**src/hw/seq_limit_pkg.sv**
```systemverilog
// Purpose: Shared constants and carrier types for the sequencer timer limit block
// Assumes: 32-bit AXI4-Lite register bus, 20 MHz aclk
// Notes:   Offsets are byte addresses of aligned words

package seq_limit_pkg;

    // ------------------------------------------------------------
    // Register map
    // ------------------------------------------------------------
    localparam logic [7:0]  OFS_TIMER0_LIMIT = 8'h00;  // Timer 0 limit
    localparam logic [7:0]  OFS_TIMER1_LIMIT = 8'h04;  // Timer 1 limit
    localparam logic [7:0]  OFS_CONTROL      = 8'h08;  // Enable and start bits
    localparam logic [7:0]  OFS_STATUS       = 8'h0C;  // Step and counter state

    // ------------------------------------------------------------
    // Field positions and reset values
    // ------------------------------------------------------------
    localparam int          CTRL_ENABLE_BIT  = 0;      // Sequencer enable
    localparam int          CTRL_START_BIT   = 1;      // Sequencer start
    localparam logic [15:0] LIMIT_RESET      = 16'h0000;
    localparam int          STAT_BUSY_BIT    = 0;      // Step in progress
    localparam int          STAT_SEL_BIT     = 1;      // Timer of current step
    localparam int          STAT_DONE_BIT    = 2;      // Last step finished
    localparam int          STAT_COUNT_LSB   = 16;     // Counter value field

    // ------------------------------------------------------------
    // AXI response codes
    // ------------------------------------------------------------
    localparam logic [1:0]  RESP_OKAY        = 2'h0;
    localparam logic [1:0]  RESP_SLVERR      = 2'h2;

    // ------------------------------------------------------------
    // Carrier types
    // ------------------------------------------------------------
    typedef struct packed {
        logic        valid;   // Step command issued this cycle
        logic        sel;     // 0 = timer 0 step, 1 = timer 1 step
    } step_cmd_t;

    typedef struct packed {
        logic        busy;    // Step in progress
        logic        sel;     // Timer of current step
        logic        done;    // One-cycle end of step
        logic [15:0] count;   // Current count
    } step_stat_t;

    // Byte-enable merge of a write into a 16-bit limit
    function automatic logic [15:0] merge16(input logic [15:0] old_v,
                                            input logic [31:0] wd,
                                            input logic [3:0]  ws);
        merge16 = old_v;
        if (ws[0]) merge16[7:0]  = wd[7:0];
        if (ws[1]) merge16[15:8] = wd[15:8];
    endfunction : merge16

endpackage : seq_limit_pkg

```
**src/hw/axil_rw_slave.sv**
```systemverilog
// Purpose: AXI4-Lite slave front end, one write and one read at a time
// Assumes: Master keeps valid and payload stable until taken
// Notes:   Register decode is left to the parent

`timescale 1ns/100ps

module axil_rw_slave
(
    input  wire logic        aclk,
    input  wire logic        aresetn,
    input  wire logic [7:0]  awaddr,
    input  wire logic        awvalid,
    output      logic        awready,
    input  wire logic [31:0] wdata,
    input  wire logic [3:0]  wstrb,
    input  wire logic        wvalid,
    output      logic        wready,
    output      logic [1:0]  bresp,
    output      logic        bvalid,
    input  wire logic        bready,
    input  wire logic [7:0]  araddr,
    input  wire logic        arvalid,
    output      logic        arready,
    output      logic [31:0] rdata,
    output      logic [1:0]  rresp,
    output      logic        rvalid,
    input  wire logic        rready,
    output      logic        wr_go,      // One-cycle write commit
    output      logic [7:0]  wr_addr,
    output      logic [31:0] wr_data,
    output      logic [3:0]  wr_strb,
    input  wire logic [1:0]  wr_resp,
    output      logic [7:0]  rd_addr,    // Read address, combinational
    output      logic        rd_go,      // One-cycle read capture
    input  wire logic [31:0] rd_data,
    input  wire logic [1:0]  rd_resp
);

    // ------------------------------------------------------------
    // Write channel capture
    // ------------------------------------------------------------
    logic        aw_have_r;   // Address held
    logic        w_have_r;    // Data held
    logic        bvalid_r;
    logic [1:0]  bresp_r;
    logic [7:0]  awaddr_r;
    logic [31:0] wdata_r;
    logic [3:0]  wstrb_r;

    assign awready = !aw_have_r && !bvalid_r;
    assign wready  = !w_have_r && !bvalid_r;
    wire   aw_take = awvalid && awready;
    wire   w_take  = wvalid && wready;
    wire   aw_ok   = aw_have_r || aw_take;
    wire   w_ok    = w_have_r || w_take;
    assign wr_go   = aw_ok && w_ok && !bvalid_r;
    assign wr_addr = aw_have_r ? awaddr_r : awaddr;
    assign wr_data = w_have_r ? wdata_r : wdata;
    assign wr_strb = w_have_r ? wstrb_r : wstrb;
    assign bvalid  = bvalid_r;
    assign bresp   = bresp_r;

    // Address and data in either order, response after both
    always_ff @(posedge aclk)
    begin
        if (!aresetn)
        begin
            aw_have_r <= 1'b0;
            w_have_r  <= 1'b0;
            bvalid_r  <= 1'b0;
            bresp_r   <= 2'h0;
            awaddr_r  <= 8'h00;
            wdata_r   <= 32'h00000000;
            wstrb_r   <= 4'h0;
        end
        else if (wr_go)
        begin
            aw_have_r <= 1'b0;
            w_have_r  <= 1'b0;
            bvalid_r  <= 1'b1;
            bresp_r   <= wr_resp;
        end
        else
        begin
            if (aw_take)
            begin
                aw_have_r <= 1'b1;
                awaddr_r  <= awaddr;
            end
            if (w_take)
            begin
                w_have_r <= 1'b1;
                wdata_r  <= wdata;
                wstrb_r  <= wstrb;
            end
            if (bvalid_r && bready)
                bvalid_r <= 1'b0;
        end
    end

    // ------------------------------------------------------------
    // Read channel
    // ------------------------------------------------------------
    logic        rvalid_r;
    logic [31:0] rdata_r;
    logic [1:0]  rresp_r;

    assign arready = !rvalid_r;
    assign rd_go   = arvalid && arready;
    assign rd_addr = araddr;
    assign rvalid  = rvalid_r;
    assign rdata   = rdata_r;
    assign rresp   = rresp_r;

    // Data registered at the edge that takes the address, valid the cycle after
    always_ff @(posedge aclk)
    begin
        if (!aresetn)
        begin
            rvalid_r <= 1'b0;
            rdata_r  <= 32'h00000000;
            rresp_r  <= 2'h0;
        end
        else if (rd_go)
        begin
            rvalid_r <= 1'b1;
            rdata_r  <= rd_data;
            rresp_r  <= rd_resp;
        end
        else if (rvalid_r && rready)
            rvalid_r <= 1'b0;
    end

endmodule : axil_rw_slave

```
**src/hw/seq_step_timer.sv**
```systemverilog
// Purpose: Counter that runs one timer step against the selected limit
// Assumes: Step commands arrive from the sequencer's command decoder
// Notes:   A new command during a step is ignored until that step ends

`timescale 1ns/100ps

module seq_step_timer
    import seq_limit_pkg::*;
(
    input  wire logic                     aclk,
    input  wire logic                     aresetn,
    input  wire seq_limit_pkg::step_cmd_t cmd,
    input  wire logic [15:0]              limit0,
    input  wire logic [15:0]              limit1,
    output      seq_limit_pkg::step_stat_t stat
);
    import seq_limit_pkg::*;

    // ------------------------------------------------------------
    // Step state
    // ------------------------------------------------------------
    typedef enum logic [0:0] {ST_IDLE, ST_RUN} step_state_t;

    step_state_t state_r;        // Idle or counting
    logic        sel_r;          // Timer of the running step
    logic [15:0] count_r;        // Running count
    logic        done_r;         // End-of-step pulse

    // Only the addressed timer's limit is ever looked at
    wire  [15:0] active_limit = sel_r ? limit1 : limit0;
    wire         at_limit     = (count_r == active_limit);

    // Counter from zero to the limit
    always_ff @(posedge aclk)
    begin
        if (!aresetn)
        begin
            state_r <= ST_IDLE;
            sel_r   <= 1'b0;
            count_r <= 16'h0000;
            done_r  <= 1'b0;
        end
        else
        begin
            done_r <= 1'b0;
            case (state_r)
                ST_IDLE:
                begin
                    if (cmd.valid)
                    begin
                        state_r <= ST_RUN;
                        sel_r   <= cmd.sel;
                        count_r <= 16'h0000;
                    end
                end
                ST_RUN:
                begin
                    if (at_limit)
                    begin
                        state_r <= ST_IDLE;
                        done_r  <= 1'b1;
                    end
                    else
                        count_r <= count_r + 16'h0001;
                end
                default: state_r <= ST_IDLE;
            endcase
        end
    end

    assign stat = '{busy: (state_r == ST_RUN), sel: sel_r, done: done_r, count: count_r};

    // Step ends exactly when the count reaches the limit
    step_end_a: assert property (@(posedge aclk) disable iff (!aresetn)
        (state_r == ST_RUN && at_limit) |=> done_r && state_r == ST_IDLE)
        else $error("step did not end at limit");

    // Counting starts at zero
    step_zero_a: assert property (@(posedge aclk) disable iff (!aresetn)
        (state_r == ST_IDLE && cmd.valid) |=> count_r == 16'h0000)
        else $error("step count did not start at zero");

endmodule : seq_step_timer

```
**src/hw/sequencer_timer_limit_regs.sv**
```systemverilog
// Purpose: Timer limit registers of the trigger sequencer with step timer
// Assumes: Step commands come from the sequencer command decoder
// Notes:   Limits lock while the sequencer is enabled and started
//
// Behaviour
// - Timer 0 limit, 16 bits, resets zero
// - Timer 0 limit used only by its step
// - Timer 1 limit, 16 bits, resets zero
// - Timer 1 limit used only by its step
// - Enable and start set: limits ignore writes
//
// The AXI4-Lite slave port and the register offsets were left to the implementer.

`timescale 1ns/100ps

module sequencer_timer_limit_regs
    import seq_limit_pkg::*;
(
    input  wire logic                     aclk,
    input  wire logic                     aresetn,
    input  wire logic [7:0]               s_axi_awaddr,
    input  wire logic                     s_axi_awvalid,
    output      logic                     s_axi_awready,
    input  wire logic [31:0]              s_axi_wdata,
    input  wire logic [3:0]               s_axi_wstrb,
    input  wire logic                     s_axi_wvalid,
    output      logic                     s_axi_wready,
    output      logic [1:0]               s_axi_bresp,
    output      logic                     s_axi_bvalid,
    input  wire logic                     s_axi_bready,
    input  wire logic [7:0]               s_axi_araddr,
    input  wire logic                     s_axi_arvalid,
    output      logic                     s_axi_arready,
    output      logic [31:0]              s_axi_rdata,
    output      logic [1:0]               s_axi_rresp,
    output      logic                     s_axi_rvalid,
    input  wire logic                     s_axi_rready,
    input  wire seq_limit_pkg::step_cmd_t step_cmd,
    output      seq_limit_pkg::step_stat_t step_stat,
    output      logic                     sequencer_enable_bit,
    output      logic                     sequencer_start_bit,
    output      logic [15:0]              seq_timer0_limit,
    output      logic [15:0]              seq_timer1_limit
);
    import seq_limit_pkg::*;

    // ------------------------------------------------------------
    // Bus front end hookup
    // ------------------------------------------------------------
    logic        wr_go;       // Write commit pulse
    logic [7:0]  wr_addr;     // Write address
    logic [31:0] wr_data;     // Write data
    logic [3:0]  wr_strb;     // Write strobes
    logic [7:0]  rd_addr;     // Read address
    logic        rd_go;       // Read capture pulse
    logic [31:0] rd_data;     // Decoded read word
    logic [1:0]  rd_resp;     // Read answer
    logic [1:0]  wr_resp;     // Write answer

    axil_rw_slave axil_rw_slave_inst
    (
        .aclk    (aclk),
        .aresetn (aresetn),
        .awaddr  (s_axi_awaddr),
        .awvalid (s_axi_awvalid),
        .awready (s_axi_awready),
        .wdata   (s_axi_wdata),
        .wstrb   (s_axi_wstrb),
        .wvalid  (s_axi_wvalid),
        .wready  (s_axi_wready),
        .bresp   (s_axi_bresp),
        .bvalid  (s_axi_bvalid),
        .bready  (s_axi_bready),
        .araddr  (s_axi_araddr),
        .arvalid (s_axi_arvalid),
        .arready (s_axi_arready),
        .rdata   (s_axi_rdata),
        .rresp   (s_axi_rresp),
        .rvalid  (s_axi_rvalid),
        .rready  (s_axi_rready),
        .wr_go   (wr_go),
        .wr_addr (wr_addr),
        .wr_data (wr_data),
        .wr_strb (wr_strb),
        .wr_resp (wr_resp),
        .rd_addr (rd_addr),
        .rd_go   (rd_go),
        .rd_data (rd_data),
        .rd_resp (rd_resp)
    );

    // ------------------------------------------------------------
    // Register storage
    // ------------------------------------------------------------
    logic [15:0] limit0_r;    // Timer 0 limit
    logic [15:0] limit1_r;    // Timer 1 limit
    logic        enable_r;    // Sequencer enable
    logic        start_r;     // Sequencer start
    logic [15:0] limit0_nxt;
    logic [15:0] limit1_nxt;

    // Write address decode
    wire wsel_lim0 = (wr_addr == OFS_TIMER0_LIMIT);
    wire wsel_lim1 = (wr_addr == OFS_TIMER1_LIMIT);
    wire wsel_ctrl = (wr_addr == OFS_CONTROL);
    wire wsel_stat = (wr_addr == OFS_STATUS);
    wire wsel_any  = wsel_lim0 || wsel_lim1 || wsel_ctrl || wsel_stat;

    // Lock while running; a locked write still answers OKAY, like a read-only bit
    wire limits_locked = enable_r && start_r;
    wire lim0_we       = wr_go && wsel_lim0 && !limits_locked;
    wire lim1_we       = wr_go && wsel_lim1 && !limits_locked;
    wire ctrl_we       = wr_go && wsel_ctrl && wr_strb[0];

    assign wr_resp    = wsel_any ? RESP_OKAY : RESP_SLVERR;
    assign limit0_nxt = merge16(limit0_r, wr_data, wr_strb);
    assign limit1_nxt = merge16(limit1_r, wr_data, wr_strb);

    // Limit registers
    always_ff @(posedge aclk)
    begin
        if (!aresetn)
        begin
            limit0_r <= LIMIT_RESET;
            limit1_r <= LIMIT_RESET;
        end
        else
        begin
            if (lim0_we)
                limit0_r <= limit0_nxt;
            if (lim1_we)
                limit1_r <= limit1_nxt;
        end
    end

    // Control bits
    always_ff @(posedge aclk)
    begin
        if (!aresetn)
        begin
            enable_r <= 1'b0;
            start_r  <= 1'b0;
        end
        else if (ctrl_we)
        begin
            enable_r <= wr_data[CTRL_ENABLE_BIT];
            start_r  <= wr_data[CTRL_START_BIT];
        end
    end

    // ------------------------------------------------------------
    // Step timer
    // ------------------------------------------------------------
    // Commands count only while the sequencer is enabled and started
    step_cmd_t  gated_cmd;
    step_stat_t stat_w;

    assign gated_cmd = '{valid: step_cmd.valid && limits_locked, sel: step_cmd.sel};

    seq_step_timer seq_step_timer_inst
    (
        .aclk    (aclk),
        .aresetn (aresetn),
        .cmd     (gated_cmd),
        .limit0  (limit0_r),
        .limit1  (limit1_r),
        .stat    (stat_w)
    );

    // Sticky done flag; a new step start clears it, the end pulse wins
    logic done_seen_r;
    always_ff @(posedge aclk)
    begin
        if (!aresetn)
            done_seen_r <= 1'b0;
        else if (stat_w.done)
            done_seen_r <= 1'b1;
        else if (gated_cmd.valid && !stat_w.busy)
            done_seen_r <= 1'b0;
    end

    // ------------------------------------------------------------
    // Read decode
    // ------------------------------------------------------------
    wire [31:0] rd_ctrl = {30'h00000000, start_r, enable_r};
    wire [31:0] rd_stat = {stat_w.count, 13'h0000, done_seen_r, stat_w.sel, stat_w.busy};

    assign rd_data = (rd_addr == OFS_TIMER0_LIMIT) ? {16'h0000, limit0_r} :
                     (rd_addr == OFS_TIMER1_LIMIT) ? {16'h0000, limit1_r} :
                     (rd_addr == OFS_CONTROL)      ? rd_ctrl :
                     (rd_addr == OFS_STATUS)       ? rd_stat : 32'h00000000;
    assign rd_resp = ((rd_addr == OFS_TIMER0_LIMIT) || (rd_addr == OFS_TIMER1_LIMIT) ||
                      (rd_addr == OFS_CONTROL) || (rd_addr == OFS_STATUS))
                     ? RESP_OKAY : RESP_SLVERR;

    // ------------------------------------------------------------
    // Outputs
    // ------------------------------------------------------------
    assign step_stat            = stat_w;
    assign sequencer_enable_bit = enable_r;
    assign sequencer_start_bit  = start_r;
    assign seq_timer0_limit     = limit0_r;
    assign seq_timer1_limit     = limit1_r;

    // ------------------------------------------------------------
    // Checks
    // ------------------------------------------------------------
    lim0_locked_a: assert property (@(posedge aclk) disable iff (!aresetn)
        (enable_r && start_r) |=> $stable(limit0_r) || !$past(enable_r && start_r))
        else $error("timer 0 limit changed while locked");

    lim1_locked_a: assert property (@(posedge aclk) disable iff (!aresetn)
        (enable_r && start_r) |=> $stable(limit1_r))
        else $error("timer 1 limit changed while locked");

    lim0_write_a: assert property (@(posedge aclk) disable iff (!aresetn)
        (wr_go && wsel_lim0 && !limits_locked && wr_strb[1:0] == 2'h3)
        |=> limit0_r == $past(wr_data[15:0]))
        else $error("timer 0 limit write lost");

    lim1_write_a: assert property (@(posedge aclk) disable iff (!aresetn)
        (wr_go && wsel_lim1 && !limits_locked && wr_strb[1:0] == 2'h3)
        |=> limit1_r == $past(wr_data[15:0]))
        else $error("timer 1 limit write lost");

    lim0_other_a: assert property (@(posedge aclk) disable iff (!aresetn)
        !(wr_go && wsel_lim0) |=> $stable(limit0_r))
        else $error("timer 0 limit changed without write");

    lim1_other_a: assert property (@(posedge aclk) disable iff (!aresetn)
        !(wr_go && wsel_lim1) |=> $stable(limit1_r))
        else $error("timer 1 limit changed without write");

    step0_end_a: assert property (@(posedge aclk) disable iff (!aresetn)
        (stat_w.busy && !stat_w.sel && stat_w.count == limit0_r) |=> stat_w.done)
        else $error("timer 0 step ignored its limit");

    step1_end_a: assert property (@(posedge aclk) disable iff (!aresetn)
        (stat_w.busy && stat_w.sel && stat_w.count == limit1_r) |=> stat_w.done)
        else $error("timer 1 step ignored its limit");

endmodule : sequencer_timer_limit_regs

```
**config.mk**
```make
export PLATFORM = sky130hd
export DESIGN_NAME = sequencer_timer_limit_regs
export DESIGN_NICKNAME = d
export VERILOG_FILES = /design/src/hw/seq_limit_pkg.sv /design/src/hw/axil_rw_slave.sv /design/src/hw/seq_step_timer.sv /design/src/hw/sequencer_timer_limit_regs.sv
export SDC_FILE = /design/constraint.sdc
export NUM_CORES = 1
export LEC_CHECK = 0
export ABC_AREA = 1
export BUFFER_PORTS_ARGS = -buffer_cell sky130_fd_sc_hd__buf_2
export CAP_MARGIN = 20
export CORE_MARGIN = 4
export CORE_UTILIZATION = 40
export DETAILED_ROUTE_END_ITERATION = 7
export PLACE_DENSITY = 0.58
export SYNTH_ARGS = -nofsm -noshare
export SYNTH_HDL_FRONTEND = slang
export SYNTH_HIERARCHICAL = 1
export SYNTH_SLANG_ARGS = --single-unit
```
**constraint.sdc**
```tcl
create_clock -name aclk -period 2.6 [get_ports aclk]
set_clock_uncertainty 0.1 [all_clocks]
set_input_delay 0.78 -clock aclk [delete_from_list [all_inputs] [get_ports aclk]]
set_output_delay 0.78 -clock aclk [all_outputs]
set_load 0.01 [all_outputs]
```
==> results of run 1 <==
[placed cells by master (no fill, tap or decap), types with 3 or more instances in the layout]
| master | instances |
|---|---|
| nor2_1 | 250 |
| nand2_1 | 248 |
| buf_2 | 136 |
| inv_1 | 125 |
| dfxtp_1 | 119 |
| o21ai_0 | 78 |
| nand3_1 | 73 |
| nand4_1 | 23 |
| buf_4 | 22 |
| clkbuf_16 | 17 |
| a21oi_1 | 16 |
| nand2_2 | 12 |
| nor2_2 | 7 |
| inv_2 | 7 |
| nor2_4 | 7 |
| xor2_1 | 6 |
| nor3_1 | 5 |
| clkbuf_8 | 4 |
| bufinv_16 | 4 |
| clkinv_2 | 3 |
[power groups by stage]
stage / Combinational (mW) / Sequential, mW / Clock, mW
floorplan: 0.392 / 2.03 / 0
global placement: 0.553 / 2.02 / 0
detailed placement: 0.558 / 2.02 / 0
CTS: 0.560 / 1.98 / 2.55
global route: 0.635 / 2.00 / 2.65
finish: 0.555 / 1.98 / 2.51
[state kept, by name, summed over array words and instances, names as in the netlist]
name,flops
seq_step_timer_inst/state_r,1
axil_rw_slave_inst/awaddr_r,8
axil_rw_slave_inst/bresp,2
axil_rw_slave_inst/wdata_r,16
seq_timer1_limit,16
axil_rw_slave_inst/rresp,2
seq_step_timer_inst/sel_r,1
sequencer_start_bit,1
axil_rw_slave_inst/w_have_r,1
axil_rw_slave_inst/bvalid,1
axil_rw_slave_inst/rvalid,1
axil_rw_slave_inst/wstrb_r,2
seq_step_timer_inst/count_r,16
done_seen_r,1
seq_step_timer_inst/done_r,1
axil_rw_slave_inst/rdata,32
axil_rw_slave_inst/aw_have_r,1
sequencer_enable_bit,1
seq_timer0_limit,16
[worst reg2reg max path: stages, from the launching register on]
cell and delay (ps):
dfxtp_1 300, buf_4 260, inv_6 130, nand2_1 110, nand2_1 60, nand2_1 50, nand2_1 40, nor2_1 110
nand2_1 60, nor2_1 160, nand2_2 120, nand2_4 180, nand2_2 170, nand2_1 100, a21oi_1 60
[final timing paths]
check	to	slack, ps	cells after the start
hold / removal	axil_rw_slave_inst/rdata[0]	370	2
setup / recovery	s_axi_wready	300	4
setup reg to reg	seq_step_timer_inst/count_r[12]	460	14
hold reg to reg	axil_rw_slave_inst/rdata[0]	370	2
[final cells by class]
type                    instances  area, µm²  share of cell area [%]
clock buffers                  23        488                    6.09
clock inverters                 8        143                    1.78
inverters                     133        504                    6.29
multi-input cells             748       3320                    41.4
flip-flops and latches        120       2400                    30.0
well taps                     216        270                    3.37
repair buffers                160        886                    11.1
[per-layer routing]
metal | vias to the layer above | part of all wire, % | wire [µm]
met1 | 2808 | 46 | 8510
met3 | 21 | 6.1 | 1120
met4 | 0 | 1.4 | 250
li1 | 3497 | - | -
met5 | - | 0 | 0
met2 | 150 | 46 | 8520
[stage by stage]
step	utilization (%)	power [mW]	std cells	hold slack (ps)
finish	50.1	5.05	1408	370
global placement	46.1	2.57	1377	357
global route	50.1	5.28	1408	396
CTS	50.1	5.10	1408	378
floorplan	-	2.42	1066	353
detailed placement	46.1	2.58	1377	365
[what timing repair did]
action | 4_1_cts | 5_1_grt
hold endpoints to repair | 0 | 0
resized for setup | 0 | 1
setup endpoints to repair | 0 | 1
==> results.json, run 1 <==
{
  "crit_required_ps": 1720,
  "drive_gt1_share_pct": 19.3,
  "max-cap-violations": 0,
  "place_ws_ps": 142,
  "gr-max-usage-layer": "met2",
  "intPower_mw": 3.82,
  "reg2reg_from": "seq_step_timer_inst/sel_r",
  "switchingPower_mw": 1.23,
  "rows": 46,
  "setup_viol": 0,
  "wirelength_mm": 18.4,
  "netlist_instances": 1065,
  "finalWorstSetupSlack_ps": 298,
  "core-area_um2": 16000,
  "ant_nets": 0,
  "dr.pass1.iters": 6,
  "crit_family": "flip-flops",
  "initial_utilization_pct": 41.3,
  "dp_hpwl_mm": 13.8,
  "startpoint": "axil_rw_slave_inst/w_have_r",
  "rsz0062_at_grt": "no",
  "max_stage_delay_ps": 610,
  "cp-end-kind": "output port",
  "cts.sinks": 120,
  "peakVddDrop_v": 0.000477,
  "p_leak_nw": 3.87,
  "cts_root_buf": "clkbuf_16",
  "areaGrowthSynthToFinish_pct": 21.4,
  "crit_path_start_kind": "register",
  "sequentialPowerShare_pct": 39.3,
  "vias": 6476,
  "finalHoldViolations": 0,
  "gp_congestion": 0.903,
  "port_buffers": 136,
  "cp.buffers_inverters": 3,
  "grt_util_all_layers_pct": 20.3,
  "avgRoutedWirePerCell_um": 13.1,
  "fill_cells": 1696,
  "grt_max_degree": 65,
  "ios": 155,
  "max_freq_mhz": 434,
  "maxSlewViolCount": 0,
  "grt_pass1_vias": 5893,
  "worstPathMaxFanout": 16,
  "setup_tns_ps": 0,
  "cts_setup_buffers": 0,
  "slowest_stage": "dfxtp_1",
  "insertion_delay_ps": 420,
  "dieHeight_um": 136,
  "clkPwrFrac_pct": 49.7,
  "critPathArrivalTime_ps": 1420,
  "syn_area_um2": 6600,
  "fp.dieW_um": 136,
  "switching_share_pct": 24.3,
  "fin_area_um2": 8010,
  "cts_tree": "yes",
  "critPathKind": "register to output port",
  "gr-usage-met3_pct": 5.66,
  "crit_chain": "inv_2 > nand2_2 > inv_1 > buf_2",
  "syn_area_per_cell_um2": 6.20,
  "antenna_found_initial": 0,
  "grt_util_met1_pct": 26.3,
  "drt_iter0_markers": 383,
  "htree_levels": 4,
  "cts_buffers": 17,
  "finalCriticalPeriod_ps": 2300,
  "overflow": 0,
  "worstMarginPinSlew_ps": 622,
  "drc": 0,
  "period_share_pct": 88.5,
  "viasPerCell": 4.60,
  "dpl_cell_area_um2": 7380,
  "relSlewSlack_pct": 58.1,
  "p_comb_share_pct": 11.0,
  "final_nets": 1242,
  "met2_usage_pct": 33.1,
  "ys_warn_count": 6,
  "clockBufferDepth": 2,
  "path_clk_slew_ps": 50,
  "hold_buffers": 0,
  "powerDensity_nw_per_um2": 630,
  "status": "complete, no violations",
  "worstHoldPathType": "register to register",
  "grt_pass1_wl_mm": 29.9,
  "hp-start": "axil_rw_slave_inst/rdata[0]",
  "dieArea_um2": 18600,
  "num_antenna_cells": 0
}
No activity file was read; power rests on OpenSTA's default activity.
==> run 2: changes to the inputs <==
BUFFER_PORTS_ARGS = default   (was -buffer_cell sky130_fd_sc_hd__buf_2)
DONT_BUFFER_PORTS = 1   (was default)
PLACE_DENSITY = 0.51   (was 0.58)
SYNTH_HIERARCHICAL = default   (was 1)
==> run 2 against run 1 <==
Effect of this change: combinational power grew 7.6%; largest cell class unchanged; critical endpoint is now seq_step_timer_inst.count_r[2]; highest routed layer unchanged; die area decreased by 11%; clock power fell by 4%; synthesized cell count decreased by 16%; critical path depth is 9 higher; non-clock buffer count is 128 lower.
==> results.json, run 2 <==
{
  "status": "complete, no violations",
  "synth.area.top_cells": "dfxtp_1, nand2_1, inv_1",
  "min_path_cells": 2,
  "reg2reg_depth": 13,
  "synthArstFlopShare_pct": 0,
  "ys_ff_latch": 118,
  "finalCriticalPeriod_ps": 2130,
  "ys_warn_count": 0,
  "relSlewSlack_pct": 54.3,
  "rsz0062_at_grt": "no",
  "cts.sinks": 118,
  "netlist_instances": 890,
  "gr-usage-met3_pct": 6.10,
  "synth-seq-area-share_pct": 40.3,
  "crit_chain": "buf_4 > nand2_1 > nand3_1 > nand2_1 > nor2_1 > nand2_1 > nor2_1 > nand2_1 > nand2_1 > nand2_1 > nor2_1 > nand2_1 > nand2_1",
  "drc": 0,
  "syn_area_per_cell_um2": 6.58,
  "crit_path_start_kind": "register",
  "avgRoutedWirePerCell_um": 15.3,
  "path_clk_slew_ps": 60,
  "worstMarginPinSlew_ps": 678,
  "grt_util_met1_pct": 24.6,
  "setup_viol": 0,
  "cp.buffers_inverters": 1,
  "layout.cells.non_filler": 1088,
  "ant_nets": 0,
  "rows": 43,
  "worstHoldPathType": "register to register",
  "dieArea_um2": 16600,
  "drt_iter0_markers": 377,
  "port_buffers": 0,
  "grt_pass1_vias": 5237,
  "hold_buffers": 0,
  "cp-end-kind": "register",
  "largest_register_ffs": 32,
  "cts_buffers": 17,
  "hp-start": "axil_rw_slave_inst.wdata_r[15]",
  "ios": 155,
  "core-area_um2": 14100,
  "vias": 5403,
  "grt_pass1_wl_mm": 26.8,
  "rr_endpoint": "seq_step_timer_inst.count_r[2]",
  "overflow": 0,
  "grt_util_all_layers_pct": 20.4,
  "cts_setup_buffers": 0,
  "dp_hpwl_mm": 12.6,
  "synth_edf_count": 0,
  "netlist.area_leader.share_pct": 40.3,
  "max_freq_mhz": 470,
  "gp_congestion": 0.827,
  "cts_tree": "yes",
  "min_to": "axil_rw_slave_inst.wdata_r[15]",
  "finalHoldViolations": 0,
  "max-cap-violations": 0,
  "dieHeight_um": 129,
  "crit_required_ps": 2860,
  "areaGrowthSynthToFinish_pct": 14.7,
  "met2_usage_pct": 33.6,
  "layout_commonest_cell": "nand2_1",
  "initial_utilization_pct": 41.5,
  "syn_area_um2": 5860,
  "worstPathMaxFanout": 19,
  "yosysMostFrequentCell": "nand2_1",
  "crit_family": "simple AND/OR/NAND/NOR gates",
  "synth_common_cells": "nand2_1, inv_1, dfxtp_1",
  "cts_resized": 0,
  "drive_gt1_share_pct": 8.70,
  "cts_root_buf": "clkbuf_16",
  "period_share_pct": 81.8,
  "ys_types": 37,
  "powerDensity_nw_per_um2": 744,
  "num_antenna_cells": 0,
  "reg2reg_from": "seq_step_timer_inst.sel_r",
  "critPathArrivalTime_ps": 2390,
  "maxSlewViolCount": 0,
  "viasPerCell": 4.97,
  "gr-max-usage-layer": "met2",
  "grt_max_degree": 91,
  "r2r_slack_ps": 470,
  "slowest_stage": "dfxtp_1",
  "final_util_pct": 47.7,
  "critPathKind": "register to register",
  "fp.dieW_um": 129,
  "setup_tns_ps": 0,
  "antenna_found_initial": 0,
  "insertion_delay_ps": 420,
  "cp_common_cell": "nand2_1",
  "peakVddDrop_v": 0.000499,
  "post-place-cells": 1056,
  "synth_flop_cell": "dfxtp_1",
  "dr.pass1.iters": 5,
  "htree_levels": 4,
  "final_nets": 957,
  "max_stage_delay_ps": 370,
  "wirelength_mm": 16.7,
  "layout_common_cells": "nand2_1, inv_1, dfxtp_1",
  "yosys.area.top_type": "dfxtp_1",
  "p_leak_nw": 2.91,
  "clockBufferDepth": 2
}
## run 2: cells by family after synthesis
family	Yosys count	share of synthesized area [%]
flops	118	40.3
other cells	1	0.0640
xor+xnor	4	0.598
buf+inv	174	12.2
compound gates	162	14.8
fa+ha+maj	1	0.214
simple gates	430	31.9
## run 2: worst max path at each step
| stage | startpoint | to | cells past startpoint |
|---|---|---|---|
| global placement | s_axi_awaddr[7] | seq_timer1_limit[14] | 9 |
| detailed placement | s_axi_awaddr[7] | seq_timer1_limit[10] | 9 |
| finish | seq_step_timer_inst.sel_r | seq_step_timer_inst.count_r[2] | 13 |
| global route | seq_step_timer_inst.sel_r | seq_step_timer_inst.count_r[2] | 13 |
| floorplan | s_axi_wvalid | seq_timer1_limit[0] | 9 |
| CTS | seq_step_timer_inst.sel_r | seq_step_timer_inst.count_r[7] | 13 |
## run 2: layout make-up
cell class	instances	area (µm²)
inverters	127	482
clock inverters	12	150
flip-flops and latches	118	2360
multi-input cells	599	2790
well taps	180	225
repair buffers	32	253
fillers	1493	7380
clock buffers	20	457
## run 2: tightest hold or removal path: stages (launching register included)
cell	delay, ps
dfxtp_1	290
inv_1	60
a21oi_1	50
## run 2: routing by layer
metal / vias to the layer above / part of all wire (%)
met4: 0 / 2.4
met5: - / 0
met2: 142 / 48
met3: 33 / 6.9
met1: 2379 / 43
li1: 2849 / -
## run 2: through the flow
step / power, mW / setup slack, ps / hold slack [ps] / area, µm²
floorplan: 2.49 / 376 / 329 / 5860
global placement: 2.62 / 240 / 335 / 6110
detailed placement: 2.64 / 231 / 344 / 6110
CTS: 5.07 / 447 / 352 / 6720
global route: 5.24 / 203 / 371 / 6720
finish: 5.00 / 473 / 348 / 6720
## run 2: report_power, final
| part | internal [mW] | switching (mW) | total, mW |
|---|---|---|---|
| Clock | 1.55 | 0.858 | 2.41 |
| Combinational | 0.186 | 0.411 | 0.597 |
| Sequential | 1.92 | 0.0698 | 1.99 |
| Total | 3.66 | 1.34 | 5.00 |
